### config.mk
export PLATFORM = sky130hd
export DESIGN_NAME = sss_switch_flat
export DESIGN_NICKNAME = d
export VERILOG_FILES = /design/src/rtl/sss_pkg.sv /design/src/rtl/sss_if.sv /design/src/rtl/sss_switch.sv /design/src/flat_wrapper.sv
export SDC_FILE = /design/constraint.sdc
export NUM_CORES = 1
export LEC_CHECK = 0
export BUFFER_PORTS_ARGS = -buffer_cell sky130_fd_sc_hd__buf_2
export CAP_MARGIN = 20
export CORE_AREA = 3 3 40 42
export DETAILED_ROUTE_END_ITERATION = 7
export DIE_AREA = 0 0 43 45
export SLEW_MARGIN = 20
export SYNTH_ARGS = -nofsm -noshare
export SYNTH_HDL_FRONTEND = slang
export SYNTH_SLANG_ARGS = --single-unit
### constraint.sdc
create_clock -name pclk -period 1 [get_ports pclk]
set_input_delay 0.2 -clock pclk [delete_from_list [all_inputs] [get_ports pclk]]
set_output_delay 0.2 -clock pclk [all_outputs]
set_load 0.05 [all_outputs]
### src/rtl/sss_pkg.sv
// Package of the serial signal switch: selector codes, reset defaults,
// APB offsets and field positions of the controller's own registers.
// Assumes a single pclk domain shared by both ends.
// Overview of operation
// - Decoder select 00 zero, 01 analog receiver
// - Decoder select 10 takes subcarrier Manchester input
// - Decoder select 11 takes plain Manchester input
// - Modulator select 00 off, 01 steady carrier
// - Modulator select 10 uses internal encoder envelope
// - Modulator select 11 takes Miller input pin
// - Output select 000 low, 001 high; 110/111 reserved
// - Output 010 envelope, 011 unencoded transmit stream
// - Output 100 receiver signal, 101 demodulator result
// - Output select applies only without test override
// - Analog half: modulator 3, output 4
// - Digital half: output 2, decoder 2
// - Split antenna only at 106 kBd
// - Drive the two RF paths one at a time; the switch drives both antenna pins from the same mod_sig
// - Link rates 106, 212, 424 kBd supported
package sss_pkg;
  localparam logic [1:0] SSS_DEC_ZERO     = 2'h0;
  localparam logic [1:0] SSS_DEC_ANALOG   = 2'h1;
  localparam logic [1:0] SSS_DEC_SUBCAR   = 2'h2;
  localparam logic [1:0] SSS_DEC_MANCH    = 2'h3;
  localparam logic [1:0] SSS_MOD_OFF      = 2'h0;
  localparam logic [1:0] SSS_MOD_ON       = 2'h1;
  localparam logic [1:0] SSS_MOD_ENC      = 2'h2;
  localparam logic [1:0] SSS_MOD_PIN      = 2'h3;
  localparam logic [2:0] SSS_OUT_LOW      = 3'h0;
  localparam logic [2:0] SSS_OUT_HIGH     = 3'h1;
  localparam logic [2:0] SSS_OUT_ENV      = 3'h2;
  localparam logic [2:0] SSS_OUT_RAW      = 3'h3;
  localparam logic [2:0] SSS_OUT_RX       = 3'h4;
  localparam logic [2:0] SSS_OUT_DEMOD    = 3'h5;
  localparam logic [1:0] SSS_DEC_RST      = SSS_DEC_ANALOG;
  localparam logic [1:0] SSS_MOD_RST      = SSS_MOD_ENC;
  localparam logic [2:0] SSS_OUT_RST      = SSS_OUT_LOW;
  localparam logic [1:0] SSS_RATE_106     = 2'h0;
  localparam logic [1:0] SSS_RATE_212     = 2'h1;
  localparam logic [1:0] SSS_RATE_424     = 2'h2;
  localparam logic [1:0] SSS_RATE_RST     = SSS_RATE_106;
  // Controller register offsets (byte addresses)
  localparam logic [11:0] SSS_OFF_CTRL    = 12'h000;
  localparam logic [11:0] SSS_OFF_STAT    = 12'h004;
  // Control register field positions
  localparam int SSS_F_DEC = 0;
  localparam int SSS_F_MOD = 2;
  localparam int SSS_F_OUT = 4;
  localparam int SSS_F_OVR = 7;
  localparam int SSS_F_RATE = 8;
  localparam int SSS_F_PATH = 10;
  // Status field positions
  localparam int SSS_F_SIN = 0;
  localparam int SSS_F_SOUT = 1;
  localparam int SSS_F_REJ = 2;
endpackage : sss_pkg

### src/rtl/sss_if.sv
// Interface joining the switch (device) and its controller.
// Assumes both ends run on the same pclk; no clocking block.
`timescale 1ns/100ps
`default_nettype none
interface sss_if;
  logic [1:0] decoder_input_sel;
  logic [1:0] modulator_input_sel;
  logic [2:0] serial_out_sel;
  logic       test_path_override;
  logic [1:0] link_rate;
  logic       serial_out_pin;
  logic       serial_in_pin;
  modport device (input decoder_input_sel, modulator_input_sel, serial_out_sel,
                  test_path_override, link_rate, serial_in_pin,
                  output serial_out_pin);
  modport ctrl (output decoder_input_sel, modulator_input_sel, serial_out_sel,
                test_path_override, link_rate,
                input serial_out_pin, serial_in_pin);
endinterface : sss_if
`default_nettype wire

### src/rtl/sss_switch.sv
// Serial signal switch: registered selectors, pin sync, routing muxes.
// Assumes the selector inputs come from pclk logic; serial_in_pin is a pin.
`timescale 1ns/100ps
`default_nettype none
module sss_switch
  import sss_pkg::*;
(
  input  wire logic pclk,            // Core clock
  input  wire logic presetn,         // Async reset, active low
  sss_if.device     bus,             // Selector and pin side
  input  wire logic analog_rx,       // Analog receiver output
  input  wire logic encoder_env,     // Encoder envelope
  input  wire logic tx_raw,          // Unencoded transmit stream
  input  wire logic rx_regen,        // Regenerated card modulation
  input  wire logic demod_manch,     // Subcarrier demodulator result
  input  wire logic test_out,        // Test logic signal for the pin
  output logic      decoder_in,      // To Manchester decoder
  output logic      decoder_subcar,  // Decoder expects subcarrier
  output logic      antenna_drive_a, // Transmitter pin A
  output logic      antenna_drive_b, // Transmitter pin B
  output logic [1:0] rate            // Active link rate
);
  logic [1:0] dec_sel, next_dec_sel;
  logic [1:0] mod_sel, next_mod_sel;
  logic [2:0] out_sel, next_out_sel;
  logic       ovr, next_ovr;
  logic [1:0] next_rate;
  logic       sin_meta, sin_sync;
  logic       next_out_pin;
  logic       mod_sig;

  // Selector registers take the controller's values
  always_comb begin
    next_dec_sel = bus.decoder_input_sel;
    next_mod_sel = bus.modulator_input_sel;
    next_out_sel = bus.serial_out_sel;
    next_ovr     = bus.test_path_override;
    next_rate    = bus.link_rate;
  end

  always_ff @(posedge pclk or negedge presetn) begin
    if (!presetn) begin
      dec_sel  <= SSS_DEC_RST;
      mod_sel  <= SSS_MOD_RST;
      out_sel  <= SSS_OUT_RST;
      ovr      <= 1'b0;
      rate     <= SSS_RATE_RST;
      sin_meta <= 1'b0;
      sin_sync <= 1'b0;
      bus.serial_out_pin <= 1'b0;
    end else begin
      dec_sel  <= next_dec_sel;
      mod_sel  <= next_mod_sel;
      out_sel  <= next_out_sel;
      ovr      <= next_ovr;
      rate     <= next_rate;
      sin_meta <= bus.serial_in_pin;  // Pin is asynchronous
      sin_sync <= sin_meta;
      bus.serial_out_pin <= next_out_pin;
    end
  end

  // Decoder source mux
  always_comb begin
    decoder_subcar = 1'b0;
    case (dec_sel)
      SSS_DEC_ZERO:   decoder_in = 1'b0;
      SSS_DEC_ANALOG: decoder_in = analog_rx;
      SSS_DEC_SUBCAR: begin
        decoder_in     = sin_sync;
        decoder_subcar = 1'b1;
      end
      SSS_DEC_MANCH:  decoder_in = sin_sync;
      default:        decoder_in = 1'b0;
    endcase
  end

  // Modulator source mux, same signal on both drivers
  always_comb begin
    case (mod_sel)
      SSS_MOD_OFF: mod_sig = 1'b0;
      SSS_MOD_ON:  mod_sig = 1'b1;
      SSS_MOD_ENC: mod_sig = encoder_env;
      SSS_MOD_PIN: mod_sig = sin_sync;
      default:     mod_sig = 1'b0;
    endcase
    antenna_drive_a = mod_sig;
    antenna_drive_b = mod_sig;
  end

  // Output mux; reserved codes read low rather than float
  always_comb begin
    if (ovr) begin
      next_out_pin = test_out;
    end else begin
      case (out_sel)
        SSS_OUT_LOW:   next_out_pin = 1'b0;
        SSS_OUT_HIGH:  next_out_pin = 1'b1;
        SSS_OUT_ENV:   next_out_pin = encoder_env;
        SSS_OUT_RAW:   next_out_pin = tx_raw;
        SSS_OUT_RX:    next_out_pin = rx_regen;
        SSS_OUT_DEMOD: next_out_pin = demod_manch;
        default:       next_out_pin = 1'b0;
      endcase
    end
  end
endmodule : sss_switch
`default_nettype wire

### src/flat_wrapper.sv
// flat-port wrapper written by rule: the top's interface ports become plain ports
module sss_switch_flat import sss_pkg::*;
  (pclk, presetn, analog_rx, encoder_env, tx_raw, rx_regen, demod_manch, test_out, decoder_in, decoder_subcar, antenna_drive_a, antenna_drive_b, rate, bus_decoder_input_sel, bus_modulator_input_sel, bus_serial_out_sel, bus_test_path_override, bus_link_rate, bus_serial_in_pin, bus_serial_out_pin);
  sss_if bus_i ();
  input  wire logic pclk;
  input  wire logic presetn;
  input  wire logic analog_rx;
  input  wire logic encoder_env;
  input  wire logic tx_raw;
  input  wire logic rx_regen;
  input  wire logic demod_manch;
  input  wire logic test_out;
  output logic decoder_in;
  output logic decoder_subcar;
  output logic antenna_drive_a;
  output logic antenna_drive_b;
  output logic [1:0] rate;
  input wire logic [$bits(bus_i.decoder_input_sel)-1:0] bus_decoder_input_sel;
  input wire logic [$bits(bus_i.modulator_input_sel)-1:0] bus_modulator_input_sel;
  input wire logic [$bits(bus_i.serial_out_sel)-1:0] bus_serial_out_sel;
  input wire logic [$bits(bus_i.test_path_override)-1:0] bus_test_path_override;
  input wire logic [$bits(bus_i.link_rate)-1:0] bus_link_rate;
  input wire logic [$bits(bus_i.serial_in_pin)-1:0] bus_serial_in_pin;
  output wire logic [$bits(bus_i.serial_out_pin)-1:0] bus_serial_out_pin;
  assign bus_i.decoder_input_sel = bus_decoder_input_sel;
  assign bus_i.modulator_input_sel = bus_modulator_input_sel;
  assign bus_i.serial_out_sel = bus_serial_out_sel;
  assign bus_i.test_path_override = bus_test_path_override;
  assign bus_i.link_rate = bus_link_rate;
  assign bus_i.serial_in_pin = bus_serial_in_pin;
  assign bus_serial_out_pin = bus_i.serial_out_pin;
  sss_switch u_core (.pclk(pclk), .presetn(presetn), .bus(bus_i), .analog_rx(analog_rx), .encoder_env(encoder_env), .tx_raw(tx_raw), .rx_regen(rx_regen), .demod_manch(demod_manch), .test_out(test_out), .decoder_in(decoder_in), .decoder_subcar(decoder_subcar), .antenna_drive_a(antenna_drive_a), .antenna_drive_b(antenna_drive_b), .rate(rate));
endmodule
==> flow_summary.toml, run 1 <==
[logic_synthesis]
ys_seq_elements = 13
yosys-mux-area-fraction = 0
syn_nets = 48
synth_compound_area_frac = 0.09706
syn_inst = 29
yosysSeqAreaShare = 0.7706
mappedNetlistArea_um2 = 425.4
synth_top_family_by_area = "compound AO/OA/AOI/OAI gates"
synth-xor-area-share = 0
synthAdderAreaFrac = 0
yosys_warnings = 0
synth-simple-area-share = 0.09706
synth_cell_type_count = 14
syn_avg_cell_area_um2 = 14.67

[cts]
clockBufferDepth = 2
cts_buffers = 3
cts.sinks = 13
clk_latency_ps = 260
clk_pin_slew_ps = 70
cts_tree = "built"
htree_levels = 1
clockRootBuffer = "clkbuf_4"

[power_and_ir_drop]
swShare = 0.2635
p_seq_frac = 0.529
cellLeakagePower_nw = 0.3488
comb_power_share = 0.193
ir_worst_vdd_uv = 864.7
clock_power_share = 0.278
p_switching_uw = 288.1
powerDensity_nw_per_um2 = 1527
power.internal_uw = 805.1

[sta]
setup_viol = 4
min_period_ps = 1411
timing.final.hold_violations = 0
slew_headroom = 0.8172
skew_ps = 0.2493
setup_ws_ps = -410.6
finalMaxSlewViolations = 0
setup_tns_ps = -1425
worst_slew_pin_slew_ps = 274.2
fmax_mhz = 708.9
rsz0062_at_grt = "true"
period_share = 1.411

[global_route]
overflow = 0
antenna_found_initial = 0
grt_max_degree = 14
grt_pass1_wl_um = 1117
groute.usage.overall = 0.08248
grt_pass1_vias = 311

[cells_and_area]
n_fill_cell = 112
layout.nets = 80
diodes = 0
layout-drive-gt1-share = 0.6667
area_growth_pct = 68.24
final_area_um2 = 715.7

[worst_setup_path]
worstPathMaxFanout = 2
rr_endpoint = "u_core.bus.serial_out_pin"
r2r-start = "u_core.out_sel[2]"
crit_type = "reg2out"
crit_path_end_kind = "output pin"
cp-start-kind = "register"
r2r_setup_slack_ps = 20
critPathArrivalTime_ps = 1210
r2r_cells = 3
cp_data_required_time_ps = 800

[status]
status = "finished, violations left"
violations = "negative setup slack"

[floorplanning]
start_util = 0.3311
ios = 26
die_width_um = 43
core-area_um2 = 1285
die_area_um2 = 1935
row_count = 13
fp.dieH_um = 45

[drt]
postRouteAntennaNets = 0
dr.pass1.iters = 2
avgViaCountPerCell = 4.427
post_drt_wl_per_cell_um = 10.08
drt_wl_total_um = 756
drt_iter0_drc = 2
post-route-drc-count = 0
vias = 332

[hold_path]
holdPathStages = 1
hp-start = "bus_modulator_input_sel[1]"
min_to = "u_core.mod_sel[1]"
hp-class = "in2reg"

[job]
drv_cap = 0

[place]
port_buffers = 25
placed_area_um2 = 606.8
finalWeightedCongestion = 0.6450
-- cells by family (layout without fill, tap and decap cells) --
group / Yosys count / in the layout
flip-flops: 13 / 13
AND/OR/NAND/NOR: 7 / 7
AO/OA/AOI/OAI: 6 / 6
buffers and inverters: 3 / 34
-- worst max-delay path, stage by stage (launching register included) --
cell	delay, ps
dfstp_2	540
a21oi_2	60
a31oi_4	160
buf_6	180
-- cell usage in the layout (no fill, tap or decap), drive strengths merged --
| master | n |
|---|---|
| a211o | 1 |
| a211oi | 1 |
| a21oi | 1 |
| a221oi | 1 |
| a31oi | 1 |
| buf | 27 |
| clkbuf | 4 |
| dfrtp | 11 |
| dfstp | 2 |
| dlygate4sd3 | 1 |
| inv | 2 |
| nand2 | 2 |
| nand2b | 2 |
| nand3b | 2 |
| nor2b | 1 |
| o21ai | 1 |
-- power by group through the flow --
stage	Sequential [mW]	Combinational [mW]	Clock, mW
floorplan	0.612	0.0832	0
global placement	0.584	0.172	0
detailed placement	0.585	0.174	0
CTS	0.577	0.205	0.323
global route	0.582	0.223	0.347
finish	0.578	0.211	0.304
-- layout make-up --
type	count	area [um2]	area share
Sequential cell	13	327.8	0.4580
Inverter	2	7.507	0.01049
Multi-Input combinational cell	13	141.4	0.1976
Timing Repair Buffer	28	193.9	0.2710
Clock buffer	4	26.28	0.03671
Tap cell	15	18.77	0.02622
-- how the worst max path moves through the flow --
stage,startpoint,endpoint,slack [ps],depth (start not counted)
2_1_floorplan,u_core.mod_sel[1],antenna_drive_b,-410,3
3_3_place_gp,u_core.mod_sel[1],antenna_drive_a,-180,3
3_5_place_dp,u_core.dec_sel[0],decoder_in,-210,3
4_1_cts,u_core.mod_sel[1],antenna_drive_b,-430,3
5_1_grt,u_core.mod_sel[1],antenna_drive_a,-460,3
6_report,u_core.mod_sel[1],antenna_drive_a,-410,3
-- routing by layer --
layer  track usage  part of all wire
met5             0                 0
met4       0.05422                 0
met3       0.04382              0.11
met2        0.1257              0.54
met1       0.08974              0.35
-- through the flow --
| step | util | setup slack (ps) | std cells | hold WS, ps | power (mW) |
|---|---|---|---|---|---|
| 2_1_floorplan | - | -407.5 | 29 | -95.59 | 0.6954 |
| 3_3_place_gp | 0.4722 | -183.5 | 69 | 92.93 | 0.7562 |
| 5_1_grt | 0.5570 | -463.8 | 75 | 5.463 | 1.152 |
| 6_report | 0.5570 | -410.6 | 75 | 27.73 | 1.093 |
| 4_1_cts | 0.5404 | -425.9 | 74 | 14.27 | 1.105 |
| 3_5_place_dp | 0.4722 | -207.1 | 69 | 96.38 | 0.7584 |
-- Yosys cell counts, drive strengths merged --
cell    count  area share
buf         1       0.018
a221oi      1       0.021
nand2b      2       0.029
o21ai       1       0.012
nor2b       1       0.015
a211oi      1       0.018
a31oi       1       0.015
nand2       2       0.018
dfstp       2        0.12
a211o       1       0.021
a21oi       1       0.012
inv         2       0.018
nand3b      2       0.035
dfrtp      11        0.65
-- flip-flops by register name, summed over array words and instances (netlist names) --
register and cells:
u_core.out_sel 3, u_core.dec_sel 2, u_core.mod_sel 2, u_core.rate 2, u_core.bus.serial_out_pin 1, u_core.ovr 1, u_core.sin_meta 1, u_core.sin_sync 1
-- repair_timing --
action                                  in CTS  in global routing
cloned                                       0                  0
setup buffers                                0                  1
endpoints found under the setup margin       8                  8
resized for setup                           16                  2
hold buffers                                 1                  0
pin swaps                                    0                  3
hold endpoints to repair                    11                  0
No activity file was read; power rests on OpenSTA's default activity.
==> inputs of run 2 (changes only) <==
--- a/config.mk
+++ b/config.mk
@@ -10,6 +10,7 @@
 export CORE_AREA = 3 3 40 42
 export DETAILED_ROUTE_END_ITERATION = 7
 export DIE_AREA = 0 0 43 45
+export RECOVER_POWER = 100
 export SLEW_MARGIN = 20
 export SYNTH_ARGS = -nofsm -noshare
 export SYNTH_HDL_FRONTEND = slang
==> run 2 against run 1 <==
Compared with the run above: the run still ends with negative setup slack left; largest cell class unchanged; non-clock buffer count is the same; core utilization unchanged; critical endpoint unchanged; sequential share of layout area is the same; flip-flop and latch count unchanged; worst setup slack is essentially flat; sequential power about the same; largest power group unchanged; highest routed layer unchanged.
==> flow_summary.toml, run 2 (same netlist as run 1, synthesis figures left out) <==
[global_route]
grtUsageMet1 = 0.08974
grt_pass1_wl_um = 1117
grt_use_met3 = 0.04382
antenna_found_initial = 0
grt_use_met2 = 0.1257
grt_max_degree = 14
grt_pass1_vias = 311
overflow = 0
groute.usage.overall = 0.08248
busiest_layer = "met2"

[drt]
drt_wl_total_um = 754
avgViaCountPerCell = 4.427
post_drt_wl_per_cell_um = 10.05
post-route-drc-count = 0
dr.pass1.iters = 2
postRouteAntennaNets = 0
vias = 332
drt_iter0_drc = 2

[cells_and_area]
regMostFlops = "u_core.out_sel"
final_common_cell = "buf_2"
diodes = 0
layout.nets = 80
seqCellArea_um2 = 327.8
area_growth_pct = 68.24
multiInputGateArea_um2 = 141.4
largest_reg_flops = 3
final_util = 0.5570
layout-drive-gt1-share = 0.6667
n_fill_cell = 112
final_area_um2 = 715.7
most-common-layout-cells = "buf_2, dfrtp_1, buf_6"

[sta]
fin_hold_ws_ps = 27.89
finalMaxSlewViolations = 0
setup_viol = 4
worst_slew_pin_slew_ps = 303.2
skew_ps = 0.2493
setup_ws_ps = -410.4
slew_headroom = 0.7978
fmax_mhz = 709.0
rsz0062_at_grt = "true"
timing.final.hold_violations = 0
min_period_ps = 1410
period_share = 1.410

[floorplanning]
core-area_um2 = 1285
die_width_um = 43
die_area_um2 = 1935
start_util = 0.3311
fp.dieH_um = 45
row_count = 13
ios = 26

[power_and_ir_drop]
p_total_mw = 1.093
clock_power_share = 0.278
comb_power_share = 0.193
p_switching_uw = 287.9
p_seq_frac = 0.529
cellLeakagePower_nw = 0.3490
swShare = 0.2634
power.internal_uw = 805.0
ir_worst_vdd_uv = 864.8
powerDensity_nw_per_um2 = 1527

[status]
violations = "negative setup slack"
status = "finished, violations left"

[cts]
cts_tree = "built"
htree_levels = 1
clk_pin_slew_ps = 70
clk_latency_ps = 260
clockBufferDepth = 2
cts.sinks = 13
cts_buffers = 3
clockRootBuffer = "clkbuf_4"

[worst_setup_path]
crit_path_end_kind = "output pin"
critPathArrivalTime_ps = 1210
crit_type = "reg2out"
r2r-start = "u_core.out_sel[2]"
cp_data_required_time_ps = 800
cp-start-kind = "register"
worstPathMaxFanout = 2
critPathLaunch = "u_core.mod_sel[1]"

[place]
pre_cts_slack_ps = -207.1
port_buffers = 25
placed_area_um2 = 606.8
finalWeightedCongestion = 0.6450

[hold_path]
hp-start = "bus_modulator_input_sel[1]"
hp-class = "in2reg"

[job]
drv_cap = 0
[run 2: metal layers]
layer,routed length (um),vias to the layer above,part of all wire
met5,0,-,0
met4,0,0,0
met3,81,0,0.11
met2,411,16,0.55
met1,261,158,0.35
li1,-,158,-
[run 2: final cells by class]
| cell class | count | share of cell area |
|---|---|---|
| Tap cell | 15 | 0.02622 |
| Sequential cell | 13 | 0.4580 |
| Multi-Input combinational cell | 13 | 0.1976 |
| Timing Repair Buffer | 28 | 0.2710 |
| Inverter | 2 | 0.01049 |
| Clock buffer | 4 | 0.03671 |
[run 2: final timing paths]
check	cells past startpoint	slack [ps]	endpoint
worst min register to register	0	350	u_core.sin_sync
worst max register to register	3	20	u_core.bus.serial_out_pin
worst min-delay path	1	30	u_core.mod_sel[1]
min in group asynchronous	2	350	u_core.sin_meta
max in group asynchronous	2	370	u_core.mod_sel[1]
worst max-delay path	3	-410	antenna_drive_a
[run 2: per-stage QoR]
stage	TNS, ps	std cells
2_1_floorplan	-721.7	29
3_3_place_gp	-550.2	69
3_5_place_dp	-582.4	69
4_1_cts	-1503	74
5_1_grt	-1761	75
6_report	-1424	75
[run 2: power groups by stage]
stage | clock (mW) | sequential [mW] | combinational [mW]
4_1_cts | 0.323 | 0.577 | 0.205
6_report | 0.304 | 0.578 | 0.211
3_3_place_gp | 0 | 0.584 | 0.172
3_5_place_dp | 0 | 0.585 | 0.174
5_1_grt | 0.347 | 0.582 | 0.223
2_1_floorplan | 0 | 0.612 | 0.0832
[run 2: critical path, cell delays in order, from the launching register on]
cell and delay [ps]:
dfstp_2 540, a21oi_2 60, a31oi_4 160, buf_6 180
[run 2: repair_timing]
action | 4_1_cts | 5_1_grt
endpoints found under the hold margin | 11 | 0
pin swaps | 0 | 3
resized for setup | 16 | 2
endpoints found under the setup margin | 8 | 8
buffers inserted | 0 | 1
hold buffers | 1 | 0
gates cloned | 0 | 0
==> inputs of run 3 (changes only) <==
--- a/config.mk
+++ b/config.mk
@@ -7,9 +7,13 @@
 export LEC_CHECK = 0
 export BUFFER_PORTS_ARGS = -buffer_cell sky130_fd_sc_hd__buf_2
 export CAP_MARGIN = 20
-export CORE_AREA = 3 3 40 42
+export CELL_PAD_IN_SITES_DETAIL_PLACEMENT = 0
+export CELL_PAD_IN_SITES_GLOBAL_PLACEMENT = 2
+export CORE_ASPECT_RATIO = 0.7
+export CORE_MARGIN = 3
+export CORE_UTILIZATION = 21
 export DETAILED_ROUTE_END_ITERATION = 7
-export DIE_AREA = 0 0 43 45
+export PLACE_DENSITY_LB_ADDON = 0.1
 export RECOVER_POWER = 100
 export SLEW_MARGIN = 20
 export SYNTH_ARGS = -nofsm -noshare
==> run 3 against run 2 <==
Compared with the run above: the run still ends with negative setup slack left; final cell count increased by 12%; via count up 2.1%; register-to-register slack about the same; largest cell class unchanged; final area grew 4.4%; die area increased by 35%; non-clock buffer count up 3; core utilization down 13 points; clock power increased by 4%; power up 2.1%; largest power group unchanged; critical path depth did not move; global-route usage grew 0.56 points; critical endpoint unchanged.
==> flow_summary.toml, run 3 (same netlist as run 1, synthesis figures left out) <==
[place]
pre_cts_slack_ps = -221.4
placed_area_um2 = 629.4
port_buffers = 25
finalWeightedCongestion = 0.6499
hpwl_um = 758.1

[status]
status = "finished, violations left"
violations = "negative setup slack"

[job]
drv_cap = 0

[worst_setup_path]
crit_path_end_kind = "output pin"
worstPathMaxFanout = 2
r2r_setup_slack_ps = 30
cp-start-kind = "register"
critPathLaunch = "u_core.mod_sel[1]"
r2r-start = "u_core.out_sel[1]"
r2r_cells = 3
rr_endpoint = "u_core.bus.serial_out_pin"
cp-endpoint = "antenna_drive_a"
crit_type = "reg2out"
critPathArrivalTime_ps = 1230
cp_data_required_time_ps = 800

[drt]
postRouteAntennaNets = 0
dr.pass1.iters = 2
vias = 339
post-route-drc-count = 0
drt_iter0_drc = 8
post_drt_wl_per_cell_um = 10.70
drt_wl_total_um = 899
avgViaCountPerCell = 4.036

[global_route]
grt_pass1_wl_um = 1676
grt_max_degree = 14
grt_pass1_vias = 427
groute.usage.overall = 0.08805
antenna_found_initial = 0
overflow = 0

[power_and_ir_drop]
powerDensity_nw_per_um2 = 1494
p_total_mw = 1.116
cellLeakagePower_nw = 0.3628
ir_worst_vdd_uv = 1002

[cts]
cts.sinks = 13
clockRootBuffer = "clkbuf_4"
clockBufferDepth = 2
htree_levels = 1
clk_latency_ps = 270
clk_pin_slew_ps = 80
cts_buffers = 3
cts_tree = "built"

[floorplanning]
die_width_um = 59.80
row_count = 12
die_area_um2 = 2610
core-area_um2 = 1742
fp.dieH_um = 43.66
start_util = 0.2443
ios = 26

[sta]
slew_headroom = 0.7932
period_share = 1.434
min_period_ps = 1434
rsz0062_at_grt = "true"
skew_ps = 2.254
finalMaxSlewViolations = 0
fmax_mhz = 697.5
fin_hold_ws_ps = 24.56
setup_viol = 5
worst_slew_pin_slew_ps = 310.2
setup_ws_ps = -433.6
timing.final.hold_violations = 0

[cells_and_area]
regMostFlops = "u_core.out_sel"
diodes = 0
final_area_um2 = 747.0
n_fill_cell = 166
final_common_cell = "buf_2"
largest_reg_flops = 3
layout-drive-gt1-share = 0.6825
most-common-layout-cells = "buf_2, dfrtp_1, buf_6"
area_growth_pct = 75.59
layout.nets = 83

[hold_path]
hp-class = "in2reg"
-- run 3: cell types whose count changed in the layout (fill, tap and decap cells not counted) --
| cell | before | now |
|---|---|---|
| nand2b_4 | 1 | 0 |
| clkbuf_1 | 1 | 0 |
| nand2b_1 | 1 | 2 |
| buf_8 | 0 | 1 |
| clkinv_2 | 0 | 1 |
| buf_4 | 2 | 4 |
-- run 3: worst min-delay path by stage --
| stage | start | end | slack [ps] | cells past startpoint |
|---|---|---|---|---|
| floorplan | presetn | u_core.bus.serial_out_pin | -100 | 0 |
| global placement | presetn | u_core.rate[1] | 90 | 1 |
| detailed placement | presetn | u_core.rate[0] | 100 | 1 |
| CTS | bus_decoder_input_sel[0] | u_core.dec_sel[0] | 20 | 1 |
| global route | bus_modulator_input_sel[1] | u_core.mod_sel[1] | 6 | 1 |
| finish | bus_modulator_input_sel[1] | u_core.mod_sel[1] | 20 | 1 |
-- run 3: power breakdown --
group	internal [mW]	switching [mW]
combinational	0.101	0.121
clock	0.148	0.169
sequential	0.557	0.0196
-- run 3: final cells by class --
type | count | area (um2) | area share
sequential | 13 | 327.8 | 0.4389
timing repair buffer | 31 | 224.0 | 0.2998
multi-input combinational | 13 | 133.9 | 0.1792
tap | 21 | 26.28 | 0.03518
clock buffer | 3 | 22.52 | 0.03015
inverter | 2 | 7.507 | 0.01005
clock inverter | 1 | 5.005 | 0.006700
-- run 3: critical path: stages, from the launching register on --
cell     delay [ps]
dfstp_2         540
a21oi_2          60
a31oi_4         180
buf_6           180
-- run 3: per-stage QoR --
step | cells | TNS (ps) | util
floorplan | 29 | -721.7 | -
global placement | 77 | -550.3 | 0.3614
detailed placement | 77 | -656.3 | 0.3614
CTS | 83 | -1602 | 0.4224
global route | 84 | -1933 | 0.4289
finish | 84 | -1518 | 0.4289
-- run 3: timing repair --
action,in CTS,in global routing
pin swaps,0,3
setup buffers,1,1
cloned,0,0
endpoints found under the hold margin,11,0
resized for setup,18,1
setup endpoints to repair,8,8
hold buffers,1,0
-- run 3: layer usage --
layer	GRT usage	wire, um
met1	0.08925	313
met2	0.1616	507
met3	0.03869	74
met4	0.02655	4
met5	0	0
